===== config.mk =====
export PLATFORM = sky130hd
export DESIGN_NAME = spi_port
export DESIGN_NICKNAME = d
export VERILOG_FILES = /design/src/logic/spi_port.v
export VERILOG_INCLUDE_DIRS = /design/src /design/src/pkg
export SDC_FILE = /design/constraint.sdc
export NUM_CORES = 1
export LEC_CHECK = 0
export ABC_AREA = 1
export BUFFER_PORTS_ARGS = -buffer_cell sky130_fd_sc_hd__buf_2
export CORE_ASPECT_RATIO = 1.2
export CORE_UTILIZATION = 40
export DETAILED_ROUTE_END_ITERATION = 16
export GPL_TIMING_DRIVEN = 0
export PLACE_DENSITY_LB_ADDON = 0.15
export SKIP_CTS_REPAIR_TIMING = 1
export SYNTH_ARGS = -nofsm -noshare
export SYNTH_HDL_FRONTEND = slang
export SYNTH_SLANG_ARGS = --single-unit

===== constraint.sdc =====
create_clock -name SYS_CLK -period 2 [get_ports SYS_CLK]
set_clock_uncertainty 0.2 [all_clocks]
set_input_delay 0.4 -clock SYS_CLK [delete_from_list [all_inputs] [get_ports SYS_CLK]]
set_output_delay 0.4 -clock SYS_CLK [all_outputs]
set_load 0.02 [all_outputs]

===== src/pkg/spi_port_regs.vh =====
// Register map, field positions, reset values and clock-rate constants of the serial port.
// Assumes byte addressing on a 32-bit APB bus with one register per aligned word.
`ifndef SPI_PORT_REGS_VH
`define SPI_PORT_REGS_VH

// ----------------------------------------------------------------------
// Register byte offsets
// ----------------------------------------------------------------------
`define SPI_ADDR_CTRL 8'h00
`define SPI_ADDR_STAT 8'h04
`define SPI_ADDR_DATA 8'h08
`define SPI_ADDR_PIN 8'h0c
`define SPI_ADDR_IRQ_STAT 8'h10
`define SPI_ADDR_IRQ_MASK 8'h14

// ----------------------------------------------------------------------
// Control register fields
// ----------------------------------------------------------------------
`define SPI_CTRL_IRQ_EN 7
`define SPI_CTRL_ENABLE 6
`define SPI_CTRL_MASTER 4
`define SPI_CTRL_CPOL 3
`define SPI_CTRL_CPHA 2
`define SPI_CTRL_RATE_HI 1
`define SPI_CTRL_RATE_LO 0
`define SPI_CTRL_RESET 8'h00

// ----------------------------------------------------------------------
// Status register fields
// ----------------------------------------------------------------------
`define SPI_STAT_DONE 7
`define SPI_STAT_WRITE_COLLISION_FLAG 6
`define SPI_STAT_DBL 0

// ----------------------------------------------------------------------
// Pin control register fields
// ----------------------------------------------------------------------
`define SPI_PIN_SS_DIR 0
`define SPI_PIN_SS_VAL 1
`define SPI_PIN_RESET 2'h2

// ----------------------------------------------------------------------
// Interrupt status and mask bits
// ----------------------------------------------------------------------
`define SPI_IRQ_DONE 0
`define SPI_IRQ_WRITE_COLLISION_FLAG 1
`define SPI_IRQ_FAULT 2

// ----------------------------------------------------------------------
// SCK half period minus one, in system clocks, per rate code, then the last edge and last bit indices
// ----------------------------------------------------------------------
`define SPI_HALF_DIV4 6'h01
`define SPI_HALF_DIV16 6'h07
`define SPI_HALF_DIV64 6'h1f
`define SPI_HALF_DIV128 6'h3f
`define SPI_HALF_DIV2 6'h00
`define SPI_HALF_DIV8 6'h03
`define SPI_HALF_DIV32 6'h0f
`define SPI_LAST_EDGE 4'hf
`define SPI_LAST_BIT 3'h7

`endif


===== src/logic/spi_port.v =====
// Serial peripheral port that works as master or slave on a four-wire link, with APB registers.
// Assumes one 20 MHz clock, link pins that arrive asynchronously, and pads resolved outside.
//
// Contract
// - Master with select pin as output: pin is plain output, no link effect.
// - Select low while master with input pin: drop master bit, become slave.
// - That forced drop also sets the transfer-complete flag.
// - Four formats by clock polarity and phase; phase picks the sample edge.
// - Data changes on one clock edge and is captured on the other.
// - Master clock is system clock over 4, 16, 64, 128; double speed halves.
// - With double speed the shortest clock period is two system clocks.
// - Transfer-complete flag in status bit 7 sets when a transfer ends.
// - Interrupt request when flag set, enable bit set and global enable.
// - Flag clears when the processor takes the matching vector.
// - Flag clears on status read with flag set, then data access.
// - Collision flag, status bit 6, sets on data write during a transfer.
// - Status read with collision set then data access clears both flags.
// - Status bits 5 to 1 always read zero.
// - Status bit 0 holds the writable double-speed control.
`timescale 1ns/10ps
`default_nettype none
`include "spi_port_regs.vh"

module spi_port (
	input wire SYS_CLK, // System clock, 20 MHz.
	input wire RST, // Synchronous reset, active high.
	input wire PSEL, // APB select.
	input wire PENABLE, // APB access phase.
	input wire PWRITE, // APB write when high.
	input wire [7:0] PADDR, // APB byte address.
	input wire [31:0] PWDATA, // APB write data.
	output reg [31:0] PRDATA, // APB read data.
	output wire PREADY, // APB ready.
	output wire PSLVERR, // APB error on unmapped address.
	input wire GLOBAL_IRQ_EN, // Processor global interrupt enable.
	input wire VECTOR_ACK, // Pulse when the port vector is taken.
	output wire XFER_IRQ, // Transfer interrupt request.
	output wire IRQ, // Masked sticky event interrupt.
	input wire SCK_I, // Serial clock pad input.
	output reg SCK_O, // Serial clock pad output.
	output wire SCK_OE, // Serial clock output enable.
	input wire MOSI_I, // Master-out pad input.
	output wire MOSI_O, // Master-out pad output.
	output wire MOSI_OE, // Master-out output enable.
	input wire MISO_I, // Master-in pad input.
	output wire MISO_O, // Master-in pad output.
	output wire MISO_OE, // Master-in output enable.
	input wire SS_N_I, // Slave select pad input, active low.
	output wire SS_N_O, // Slave select pad output.
	output wire SS_N_OE // Slave select output enable.
);

	// ----------------------------------------------------------------------
	// Registers
	// ----------------------------------------------------------------------
	reg [7:0] ctrl_q;
	reg done_q;
	reg write_collision_flag_q;
	reg dbl_q;
	reg [1:0] pin_q;
	reg [2:0] irq_stat_q;
	reg [2:0] irq_mask_q;
	reg arm_done_q;
	reg arm_write_collision_flag_q;
	reg [7:0] rdbuf_q;
	reg [7:0] tx_q;
	reg [7:0] rx_q;
	reg [2:0] bit_cnt_q;
	reg [3:0] edge_q;
	reg [5:0] div_q;
	reg active_q;
	// Two-stage pipelines that line the master's capture up with the synchronised data bit.
	reg [1:0] cap_q;
	reg [1:0] last_q;
	reg [1:0] end_q;
	reg sck_s1_q, sck_s2_q, sck_s3_q;
	reg mosi_s1_q, mosi_s2_q;
	reg miso_s1_q, miso_s2_q;
	reg ss_s1_q, ss_s2_q;

	// ----------------------------------------------------------------------
	// Decoded control
	// ----------------------------------------------------------------------
	wire enable = ctrl_q[`SPI_CTRL_ENABLE];
	wire master = ctrl_q[`SPI_CTRL_MASTER];
	wire cpol = ctrl_q[`SPI_CTRL_CPOL];
	wire cpha = ctrl_q[`SPI_CTRL_CPHA];
	wire ss_dir = pin_q[`SPI_PIN_SS_DIR];
	wire [2:0] rate = {dbl_q, ctrl_q[`SPI_CTRL_RATE_HI], ctrl_q[`SPI_CTRL_RATE_LO]};
	reg [5:0] half_m1;

	always @* begin
		case (rate)
			3'h0: half_m1 = `SPI_HALF_DIV4;
			3'h1: half_m1 = `SPI_HALF_DIV16;
			3'h2: half_m1 = `SPI_HALF_DIV64;
			3'h3: half_m1 = `SPI_HALF_DIV128;
			3'h4: half_m1 = `SPI_HALF_DIV2;
			3'h5: half_m1 = `SPI_HALF_DIV8;
			3'h6: half_m1 = `SPI_HALF_DIV32;
			default: half_m1 = `SPI_HALF_DIV64;
		endcase
	end

	// ----------------------------------------------------------------------
	// APB decode
	// ----------------------------------------------------------------------
	wire access = PSEL & PENABLE;
	wire wr = access & PWRITE;
	wire rd = access & ~PWRITE;
	wire hit_ctrl = (PADDR == `SPI_ADDR_CTRL);
	wire hit_stat = (PADDR == `SPI_ADDR_STAT);
	wire hit_data = (PADDR == `SPI_ADDR_DATA);
	wire hit_pin = (PADDR == `SPI_ADDR_PIN);
	wire hit_istat = (PADDR == `SPI_ADDR_IRQ_STAT);
	wire hit_imask = (PADDR == `SPI_ADDR_IRQ_MASK);
	wire mapped = hit_ctrl | hit_stat | hit_data | hit_pin | hit_istat | hit_imask;

	// The slave answers in the access phase without wait states.
	assign PREADY = 1'b1;
	assign PSLVERR = access & ~mapped;

	wire [7:0] stat_view = {done_q, write_collision_flag_q, 5'h00, dbl_q};
	reg [7:0] rd_mux;

	always @* begin
		rd_mux = 8'h00;
		if (hit_ctrl) begin
			rd_mux = ctrl_q;
		end else if (hit_stat) begin
			rd_mux = stat_view;
		end else if (hit_data) begin
			rd_mux = rdbuf_q;
		end else if (hit_pin) begin
			rd_mux = {6'h00, pin_q};
		end else if (hit_istat) begin
			rd_mux = {5'h00, irq_stat_q};
		end else if (hit_imask) begin
			rd_mux = {5'h00, irq_mask_q};
		end
	end

	// Read data is captured in the setup cycle so that PRDATA comes from a flop.
	always @(posedge SYS_CLK) begin
		if (RST) begin
			PRDATA <= 32'h00000000;
		end else if (PSEL & ~PENABLE & ~PWRITE) begin
			PRDATA <= {24'h000000, rd_mux};
		end
	end

	// ----------------------------------------------------------------------
	// Pin synchronisers
	// ----------------------------------------------------------------------
	always @(posedge SYS_CLK) begin
		if (RST) begin
			sck_s1_q <= 1'b0;
			sck_s2_q <= 1'b0;
			sck_s3_q <= 1'b0;
			mosi_s1_q <= 1'b0;
			mosi_s2_q <= 1'b0;
			miso_s1_q <= 1'b0;
			miso_s2_q <= 1'b0;
			ss_s1_q <= 1'b1;
			ss_s2_q <= 1'b1;
		end else begin
			sck_s1_q <= SCK_I;
			sck_s2_q <= sck_s1_q;
			sck_s3_q <= sck_s2_q;
			mosi_s1_q <= MOSI_I;
			mosi_s2_q <= mosi_s1_q;
			miso_s1_q <= MISO_I;
			miso_s2_q <= miso_s1_q;
			ss_s1_q <= SS_N_I;
			ss_s2_q <= ss_s1_q;
		end
	end

	// ----------------------------------------------------------------------
	// Link events
	// ----------------------------------------------------------------------
	// select held low while master with select pin as input
	wire fault = enable & master & ~ss_dir & ~ss_s2_q;
	wire selected = enable & ~master & ~ss_s2_q;
	wire tick = active_q & (div_q == half_m1);
	wire sck_chg = sck_s2_q ^ sck_s3_q;

	wire lead_sl = selected & sck_chg & (sck_s2_q != cpol);
	wire trail_sl = selected & sck_chg & (sck_s2_q == cpol);
	wire lead = master ? (tick & ~edge_q[0]) : lead_sl;
	wire trail = master ? (tick & edge_q[0]) : trail_sl;

	wire sample_ev = cpha ? trail : lead;
	wire setup_ev = (cpha ? lead : trail) & (bit_cnt_q != 3'h0);
	wire in_bit = master ? miso_s2_q : mosi_s2_q;
	// The returning bit spends two clocks in the pin synchroniser, so the master captures
	// it two clocks after its own sample edge. Without this the fast rates lose a bit.
	wire cap_ev = master ? cap_q[1] : sample_ev;
	wire last_m = sample_ev & (bit_cnt_q == `SPI_LAST_BIT);
	wire byte_in = master ? last_q[1] : last_m;
	wire master_end = tick & (edge_q == `SPI_LAST_EDGE);

	// completion event
	// The master reports completion only once the delayed capture has filled the buffer.
	wire xfer_done = master ? end_q[1] : byte_in;
	wire busy = master ? (active_q | (|end_q)) : (selected & (bit_cnt_q != 3'h0));
	wire data_wr = wr & hit_data;
	wire data_acc = access & hit_data;

	wire collide = data_wr & busy;
	wire start = data_wr & ~busy & enable & master & ~fault;

	// ----------------------------------------------------------------------
	// Control, status and interrupt registers
	// ----------------------------------------------------------------------
	// fault also completes
	wire done_set = xfer_done | fault;
	wire done_clr = VECTOR_ACK | (data_acc & (arm_done_q | arm_write_collision_flag_q));
	wire write_collision_flag_clr = data_acc & arm_write_collision_flag_q;
	wire [2:0] irq_set = {fault, collide, done_set};

	always @(posedge SYS_CLK) begin
		if (RST) begin
			ctrl_q <= `SPI_CTRL_RESET;
			pin_q <= `SPI_PIN_RESET;
			dbl_q <= 1'b0;
			done_q <= 1'b0;
			write_collision_flag_q <= 1'b0;
			arm_done_q <= 1'b0;
			arm_write_collision_flag_q <= 1'b0;
			irq_stat_q <= 3'h0;
			irq_mask_q <= 3'h0;
		end else begin
			if (wr & hit_ctrl) begin
				ctrl_q <= PWDATA[7:0];
			end
			if (fault) begin
				ctrl_q[`SPI_CTRL_MASTER] <= 1'b0;
			end
			if (wr & hit_pin) begin
				pin_q <= PWDATA[1:0];
			end
			if (wr & hit_stat) begin
				dbl_q <= PWDATA[`SPI_STAT_DBL];
			end
			if (wr & hit_imask) begin
				irq_mask_q <= PWDATA[2:0];
			end
			// Set wins over a same-cycle write-one clear.
			irq_stat_q <= (irq_stat_q & ~((wr & hit_istat) ? PWDATA[2:0] : 3'h0)) | irq_set;
			if (done_set) begin
				done_q <= 1'b1;
			end else if (done_clr) begin
				done_q <= 1'b0;
			end
			if (collide) begin
				write_collision_flag_q <= 1'b1;
			end else if (write_collision_flag_clr) begin
				write_collision_flag_q <= 1'b0;
			end
			// A data access consumes the arming left by an earlier status read.
			if (rd & hit_stat) begin
				arm_done_q <= done_q;
				arm_write_collision_flag_q <= write_collision_flag_q;
			end else if (data_acc) begin
				arm_done_q <= 1'b0;
				arm_write_collision_flag_q <= 1'b0;
			end
		end
	end

	assign XFER_IRQ = done_q & ctrl_q[`SPI_CTRL_IRQ_EN] & GLOBAL_IRQ_EN;
	assign IRQ = |(irq_stat_q & irq_mask_q);

	// ----------------------------------------------------------------------
	// Shift engine
	// ----------------------------------------------------------------------
	always @(posedge SYS_CLK) begin
		if (RST) begin
			tx_q <= 8'h00;
			rx_q <= 8'h00;
			rdbuf_q <= 8'h00;
			bit_cnt_q <= 3'h0;
			edge_q <= 4'h0;
			div_q <= 6'h00;
			active_q <= 1'b0;
			SCK_O <= 1'b0;
			cap_q <= 2'h0;
			last_q <= 2'h0;
			end_q <= 2'h0;
		end else begin
			cap_q <= {cap_q[0], sample_ev & master};
			last_q <= {last_q[0], last_m & master};
			end_q <= {end_q[0], master_end};
			if (start) begin
				active_q <= 1'b1;
				edge_q <= 4'h0;
				div_q <= 6'h00;
				bit_cnt_q <= 3'h0;
			end else if (fault | ~enable | ~master) begin
				active_q <= 1'b0;
			end else if (tick) begin
				div_q <= 6'h00;
				edge_q <= edge_q + 4'h1;
				SCK_O <= ~SCK_O;
				if (master_end) begin
					active_q <= 1'b0;
				end
			end else if (active_q) begin
				div_q <= div_q + 6'h01;
			end
			if (~active_q) begin
				SCK_O <= cpol;
			end
			if (data_wr & ~busy) begin
				tx_q <= PWDATA[7:0];
			end else if (setup_ev) begin
				tx_q <= {tx_q[6:0], 1'b0};
			end
			if (cap_ev) begin
				rx_q <= {rx_q[6:0], in_bit};
			end
			// The bit count follows the undelayed edge so that the shift gating stays exact.
			if (sample_ev) begin
				bit_cnt_q <= bit_cnt_q + 3'h1;
			end else if (~master & ~selected) begin
				bit_cnt_q <= 3'h0;
			end
			if (byte_in) begin
				rdbuf_q <= {rx_q[6:0], in_bit};
			end
		end
	end

	// ----------------------------------------------------------------------
	// Pad drive
	// ----------------------------------------------------------------------
	// slave releases clock and data out
	assign SCK_OE = enable & master;
	assign MOSI_OE = enable & master;
	assign MOSI_O = tx_q[7];
	assign MISO_OE = selected;
	assign MISO_O = tx_q[7];
	assign SS_N_OE = ss_dir;
	assign SS_N_O = pin_q[`SPI_PIN_SS_VAL];

endmodule // spi_port
`default_nettype wire


[Yosys cells after proc, flatten, opt, wreduce, memory -nomap -nowiden]
Index checks and enable logic that the tools add are counted.
Word-level totals
  ROM bits: 0
  flip-flop bits (word level): 82
  memories: 0
  output and inout bits: 44
  bits in writable memories: 0
  input port bits: 51
  latch bits: 0
  word-level logic and storage cells: 180
Operators by class
  bitwise operators: 70
  equal/unequal tests: 18
  add/subtract/negate cells: 3
  multipliers: 0
  order comparisons: 0
  shifts and indexed selects: 0
  reductions and logical operators: 19
  mux-type cells: 39
  divide/modulo/power cells: 0
Operator list (number)
  AND 1 bit: 41
  two-way mux 8 bit: 5
  case mux 6 bit (6 select lines): 1
  two-way mux 1 bit: 24
  two-way mux 3 bit: 7
  == test 8 x 4 -> 1 bit (second input constant): 2
  == test 8 x 5 -> 1 bit (second input constant): 2
  inverter 1 bit: 13
  == test 3 bit (second input constant): 4
  two-way mux 6 bit: 2
  nonzero test 3 bit: 4
  OR 1 bit: 11
  nonzero test 2 bit: 5
  == test 8 x 3 -> 1 bit (second input constant): 1
  logical NOT 8 bit: 1
  adder 6 x 1 -> 6 bit (second input constant): 1
  AND 3 bit: 2
  == test 6 bit: 1
  AND reduction 2 bit: 3
  OR reduction 2 bit: 3
  adder 4 x 1 -> 4 bit (second input constant): 1
  == test 4 bit (second input constant): 1
  inequality test 2 bit (second input constant): 2
  adder 3 x 1 -> 3 bit (second input constant): 1
  other kinds (11): 11

[Depth between registers and ports, before layout]
  depth after elaboration: 13
  gate-level depth with buffers: 14
  depth with buffers taken out: 12

[Worst setup path before layout]
No wires, ideal clock.
  kind: input -> output
  start point: in PADDR[1]
  end point: out PSLVERR
  setup slack: -65 ps
  data required time: 1400 ps
  path buffers: 0
  arrival time: 1465 ps
  stages: 6
  cell sequence: nor2_1 > nand2_1 > nor2_1 > nand2_1 > inv_1 > nor4_1
On the way
  word-level cells in the longest chain between the ends: 8
  elaborated cells on any way between the ends: 13
  classes of those cells: eq/ne (5); bitwise (7); reduce/logical (1)
RTL lines
  start: declaration: RTL line spi_port.v:30  | input wire [7:0] PADDR,
  == test 8 x 3 -> 1 bit (no line) or logical NOT 8 bit (tied branches)
  OR 1 bit (4 in series): RTL line spi_port.v:117  | wire mapped = hit_ctrl | hit_stat | hit_data | hit_pin | hit_istat | hit_imask;
  OR 1 bit *: RTL line spi_port.v:117
  inverter 1 bit *: RTL line spi_port.v:121  | assign PSLVERR = access & ~mapped;
  AND 1 bit *: RTL line spi_port.v:121
  end: declaration: RTL line spi_port.v:34  | output wire PSLVERR,
Mark *: on every way between the ends. The rest lies on a longest branch, timed or not.

[Worst setup path after layout]
  start point: reg ctrl_q[1]
  end point: reg rdbuf_q[4]
On the way
  word-level cells in the longest chain between the ends: 9
  elaborated cells on any way between the ends: 16
  classes of those cells: eq/ne (6); mux (5); bitwise (4); reduce/logical (1)
RTL lines
  start: declaration: RTL line spi_port.v:56  | reg [7:0] ctrl_q;
  start signal: assignment: RTL line spi_port.v:224  | ctrl_q <= `SPI_CTRL_RESET;
  start signal: assignment: RTL line spi_port.v:235  | ctrl_q <= PWDATA[7:0];
  == test 3 bit, or another cell as far along: RTL line spi_port.v:93  | case (rate)
  case mux 6 bit (6 select lines) *: RTL line spi_port.v:93
  == test 6 bit *: RTL line spi_port.v:185  | wire tick = active_q & (div_q == half_m1);
  AND 1 bit *: RTL line spi_port.v:185
  AND 1 bit, on equally long branches: RTL line spi_port.v:190, spi_port.v:191
  two-way mux 1 bit, on equally long branches: RTL line spi_port.v:190, spi_port.v:191
  two-way mux 1 bit *: RTL line spi_port.v:193  | wire sample_ev = cpha ? trail : lead;
  AND 1 bit *: RTL line spi_port.v:199  | wire last_m = sample_ev & (bit_cnt_q == `SPI_LAST_BIT);
  two-way mux 1 bit *: RTL line spi_port.v:200  | wire byte_in = master ? last_q[1] : last_m;
  end signal: assignment: RTL line spi_port.v:330  | rdbuf_q <= {rx_q[6:0], in_bit};
  end: declaration: RTL line spi_port.v:65  | reg [7:0] rdbuf_q;
Marks and branches as above.
A chain may end at the register's enable or synchronous reset.

==> metrics.md <==
| Metric | Value |
|---|---|
| Outcome | finished, violations left |
| Failing checks | negative setup slack |
| Crit start category | register |
| FFs w/ async S/R, synth | 0 |
| Die area | 10710 µm² |
| Register clock-pin slew on the reported worst setup and hold paths | 0.06 ns |
| Max Fclk | 480.7 MHz |
| Cell mode on critical path | nor2_1 |
| CTS Buffer Depth | 2 |
| Largest net degree at the start of global routing | 14 |
| Finish-stage setup viols | 26 |
| DRC | 0 |
| Worst IR Drop VDD | 0.0004950 V |
| CP Capture Type | register |
| Finished layout cell area | 5469 µm² |
| Core area | 10010 µm² |
| Clock latency on the worst-skew pair | 0.34 ns |
| Setup TNS | -1.304 ns |
| Yosys reg bits | 82 |
| Ant diodes | 0 |
| Slew Limit Fails | 0 |
| Synth Warn # | 0 |
| Number of distinct library cells after synthesis | 49 |
| Die Span Y | 113.2 µm |
| Arrival @ worst endpoint | 2.11 ns |
| CP max stage cell | dfxtp_2 |
| Final hold vios | 0 |
| Via/cell ratio | 4.838 |
| Crit path cell chain | buf_6, inv_4, nand2_2, nor2_1, nor2_1, nand2_1, nor2_4, nand4_4, nand3_4, nand4_4, clkbuf_16, a21oi_2, nor2_1 |
| Fill count | 956 |
| First-pass GRT wire length | 16270 µm |
| Post-DR wirelength/cell | 13.30 µm |
| Unrepaired setup endpoints after global routing | yes |
| Slew headroom | 0.4583 |
| Final worst path period share | 1.040 |
| Chip width | 94.64 µm |
| Footprint of the multi-input gates | 2265 µm² |
| GRT Util Overall | 0.1994 |
| CTS Root Buffer Type | clkbuf_16 |
| Final worst path period need | 2.080 ns |
| Net count reported at finish | 715 |
| Grt ovf | 0 |
| Power Dens Cells | 715.4 nW/µm² |
| Mapped Cells | 558 |
| Placer Congestion | 0.8765 |
| Top-level port count | 95 |
| Worst slew pin tran | 0.8126 ns |
| Critical Path RT | 2.03 ns |
| Mean post-synth cell area | 7.382 µm² |
| Layout area overhead | 32.78% |
| MaxCap Viol Count | 0 |
| Initial Util | 0.4115 |
| Worst Slack Setup Final | -0.08022 ns |
| Crit path kind | reg -> reg |
| Post-synthesis sequential area ratio | 0.3985 |
| Vias | 3822 |
| Detailed placer's ending HPWL | 7593 µm |
| LEAKAGE | 2.421 nW |
| Port bufs | 45 |
| Max incr delay on CP | 0.32 ns |
| WL final | 10500 µm |
| Register Area | 1653 µm² |
| Routed Antenna Nets | 0 |
| Rows | 40 |
| Crit path max fanout | 8 |
| Post-place instance area | 4594 µm² |
| Initial antenna violation count | 0 |
| CTS sink count | 82 |
| Top delay family on crit path | simple AND/OR/NAND/NOR gates |
| Vias in the first global route | 3421 |
| Cts bufs inserted | 9 |
| Worst Path Buf+Inv | 3 |
| Post-synth EDFFs | 0 |
| DRT Pass-1 Iters | 4 |
| Synth Flop Type | dfxtp_1 |
| H-tree depth | 3 |
| Initial DRC count | 147 |
| CTS tree | built |
| Hold/Removal Path Class | in -> reg |
| Layout cell share with drive strength beyond 1 | 0.3117 |
| Mapped cell area | 4119 µm² |
placed cells by master, fill, tap and decap left out, types with 7 or more instances in the layout:
cell       netlist  layout
nand2_1         96      87
dfxtp_1         82      77
inv_1           74      71
a21oi_1         58      51
buf_4           28      46
buf_2            1      45
o21ai_0         32      32
nand3_1         44      31
nor2_1          40      30
conb_1           2      25
nand2_2          6      12
nand3_2          2      12
a21oi_2          8      12
clkbuf_16        0      10
nor2_4           3       9
inv_2            6       8
nand4_1          8       8
clkbuf_1         8       7
final timing paths:
| check | slack, ns | end | cells after the start | startpoint |
|---|---|---|---|---|
| max | -0.08 | rdbuf_q[4]$_SDFFE_PP0P_ | 13 | ctrl_q[1]$_SDFFE_PP0P_ |
| min | 0.04 | ss_s1_q$_SDFF_PP1_ | 2 | SS_N_I |
| max reg2reg | -0.08 | rdbuf_q[4]$_SDFFE_PP0P_ | 13 | ctrl_q[1]$_SDFFE_PP0P_ |
| min reg2reg | 0.20 | last_q[1]$_SDFF_PP0_ | 2 | last_q[0]$_SDFF_PP0_ |
kinds of logic after synthesis:
family | synth area share
AOI/OAI and AO/OA | 0.1564
xor gates and xnor gates | 0.008507
adders and majority gates | 0.01519
buffers and inverters | 0.1403
DFF | 0.3985
other | 0.001823
and+or+nand+nor | 0.2792
Yosys cell counts, types with 3 or more instances:
library cell,n,share of area
nand2_1,96,0.087
dfxtp_1,82,0.40
inv_1,74,0.067
a21oi_1,58,0.070
nand3_1,44,0.053
nor2_1,40,0.036
o21ai_0,32,0.039
buf_4,28,0.051
a21oi_2,8,0.017
clkbuf_1,8,0.0073
nand4_1,8,0.012
inv_2,6,0.0055
nand2_2,6,0.0091
nor3_1,6,0.0073
ha_1,5,0.015
a31oi_1,3,0.0046
nand3_4,3,0.013
nor2_4,3,0.0082
o211ai_1,3,0.0055
cell type report:
cell class / instances / area share
flip-flops and latches: 82 / 0.3022
well taps: 126 / 0.02883
repair buffers: 67 / 0.07893
clock buffers: 11 / 0.04438
multi-input cells: 378 / 0.4141
plain buffers: 40 / 0.05125
clock inverters: 5 / 0.02288
inverters: 81 / 0.05742
sequential cells by signal, indices dropped and copies added, names as in the netlist, 3 cells and up:
| register | flops |
|---|---|
| PRDATA | 8 |
| bit_cnt_q | 3 |
| ctrl_q | 8 |
| div_q | 6 |
| edge_q | 4 |
| irq_mask_q | 3 |
| irq_stat_q | 3 |
| rdbuf_q | 8 |
| rx_q | 7 |
| tx_q | 8 |
per-stage QoR:
stage | hold WS, ns | cells | util | power (W) | setup slack (ns)
floorplan | 0.1883 | 581 | - | 0.001845 | -0.01871
global placement | 0.1904 | 752 | 0.4590 | 0.001916 | -0.5811
detailed placement | 0.1970 | 752 | 0.4590 | 0.001919 | -0.6257
CTS | 0.03708 | 768 | 0.4958 | 0.003932 | -0.2811
global route | 0.05454 | 790 | 0.5464 | 0.004056 | -0.2010
finish | 0.04449 | 790 | 0.5464 | 0.003913 | -0.08022
per-layer routing:
metal,global-route usage,routed length [µm],share of wire
met1,0.2456,4632,0.44
met2,0.3405,5096,0.49
met3,0.03495,496,0.047
met4,0.07879,279,0.027
met5,0,0,0
power breakdown:
group | total, W | switching (W) | internal, W | leakage, nW
clock | 0.00202 | 0.000639 | 0.00138 | 0.180
sequential | 0.00165 | 0.00000752 | 0.00165 | 0.666
combinational | 0.000242 | 0.000157 | 0.0000846 | 1.57
total | 0.00391 | 0.000803 | 0.00311 | 2.42
(Power assumes the default switching activity.)
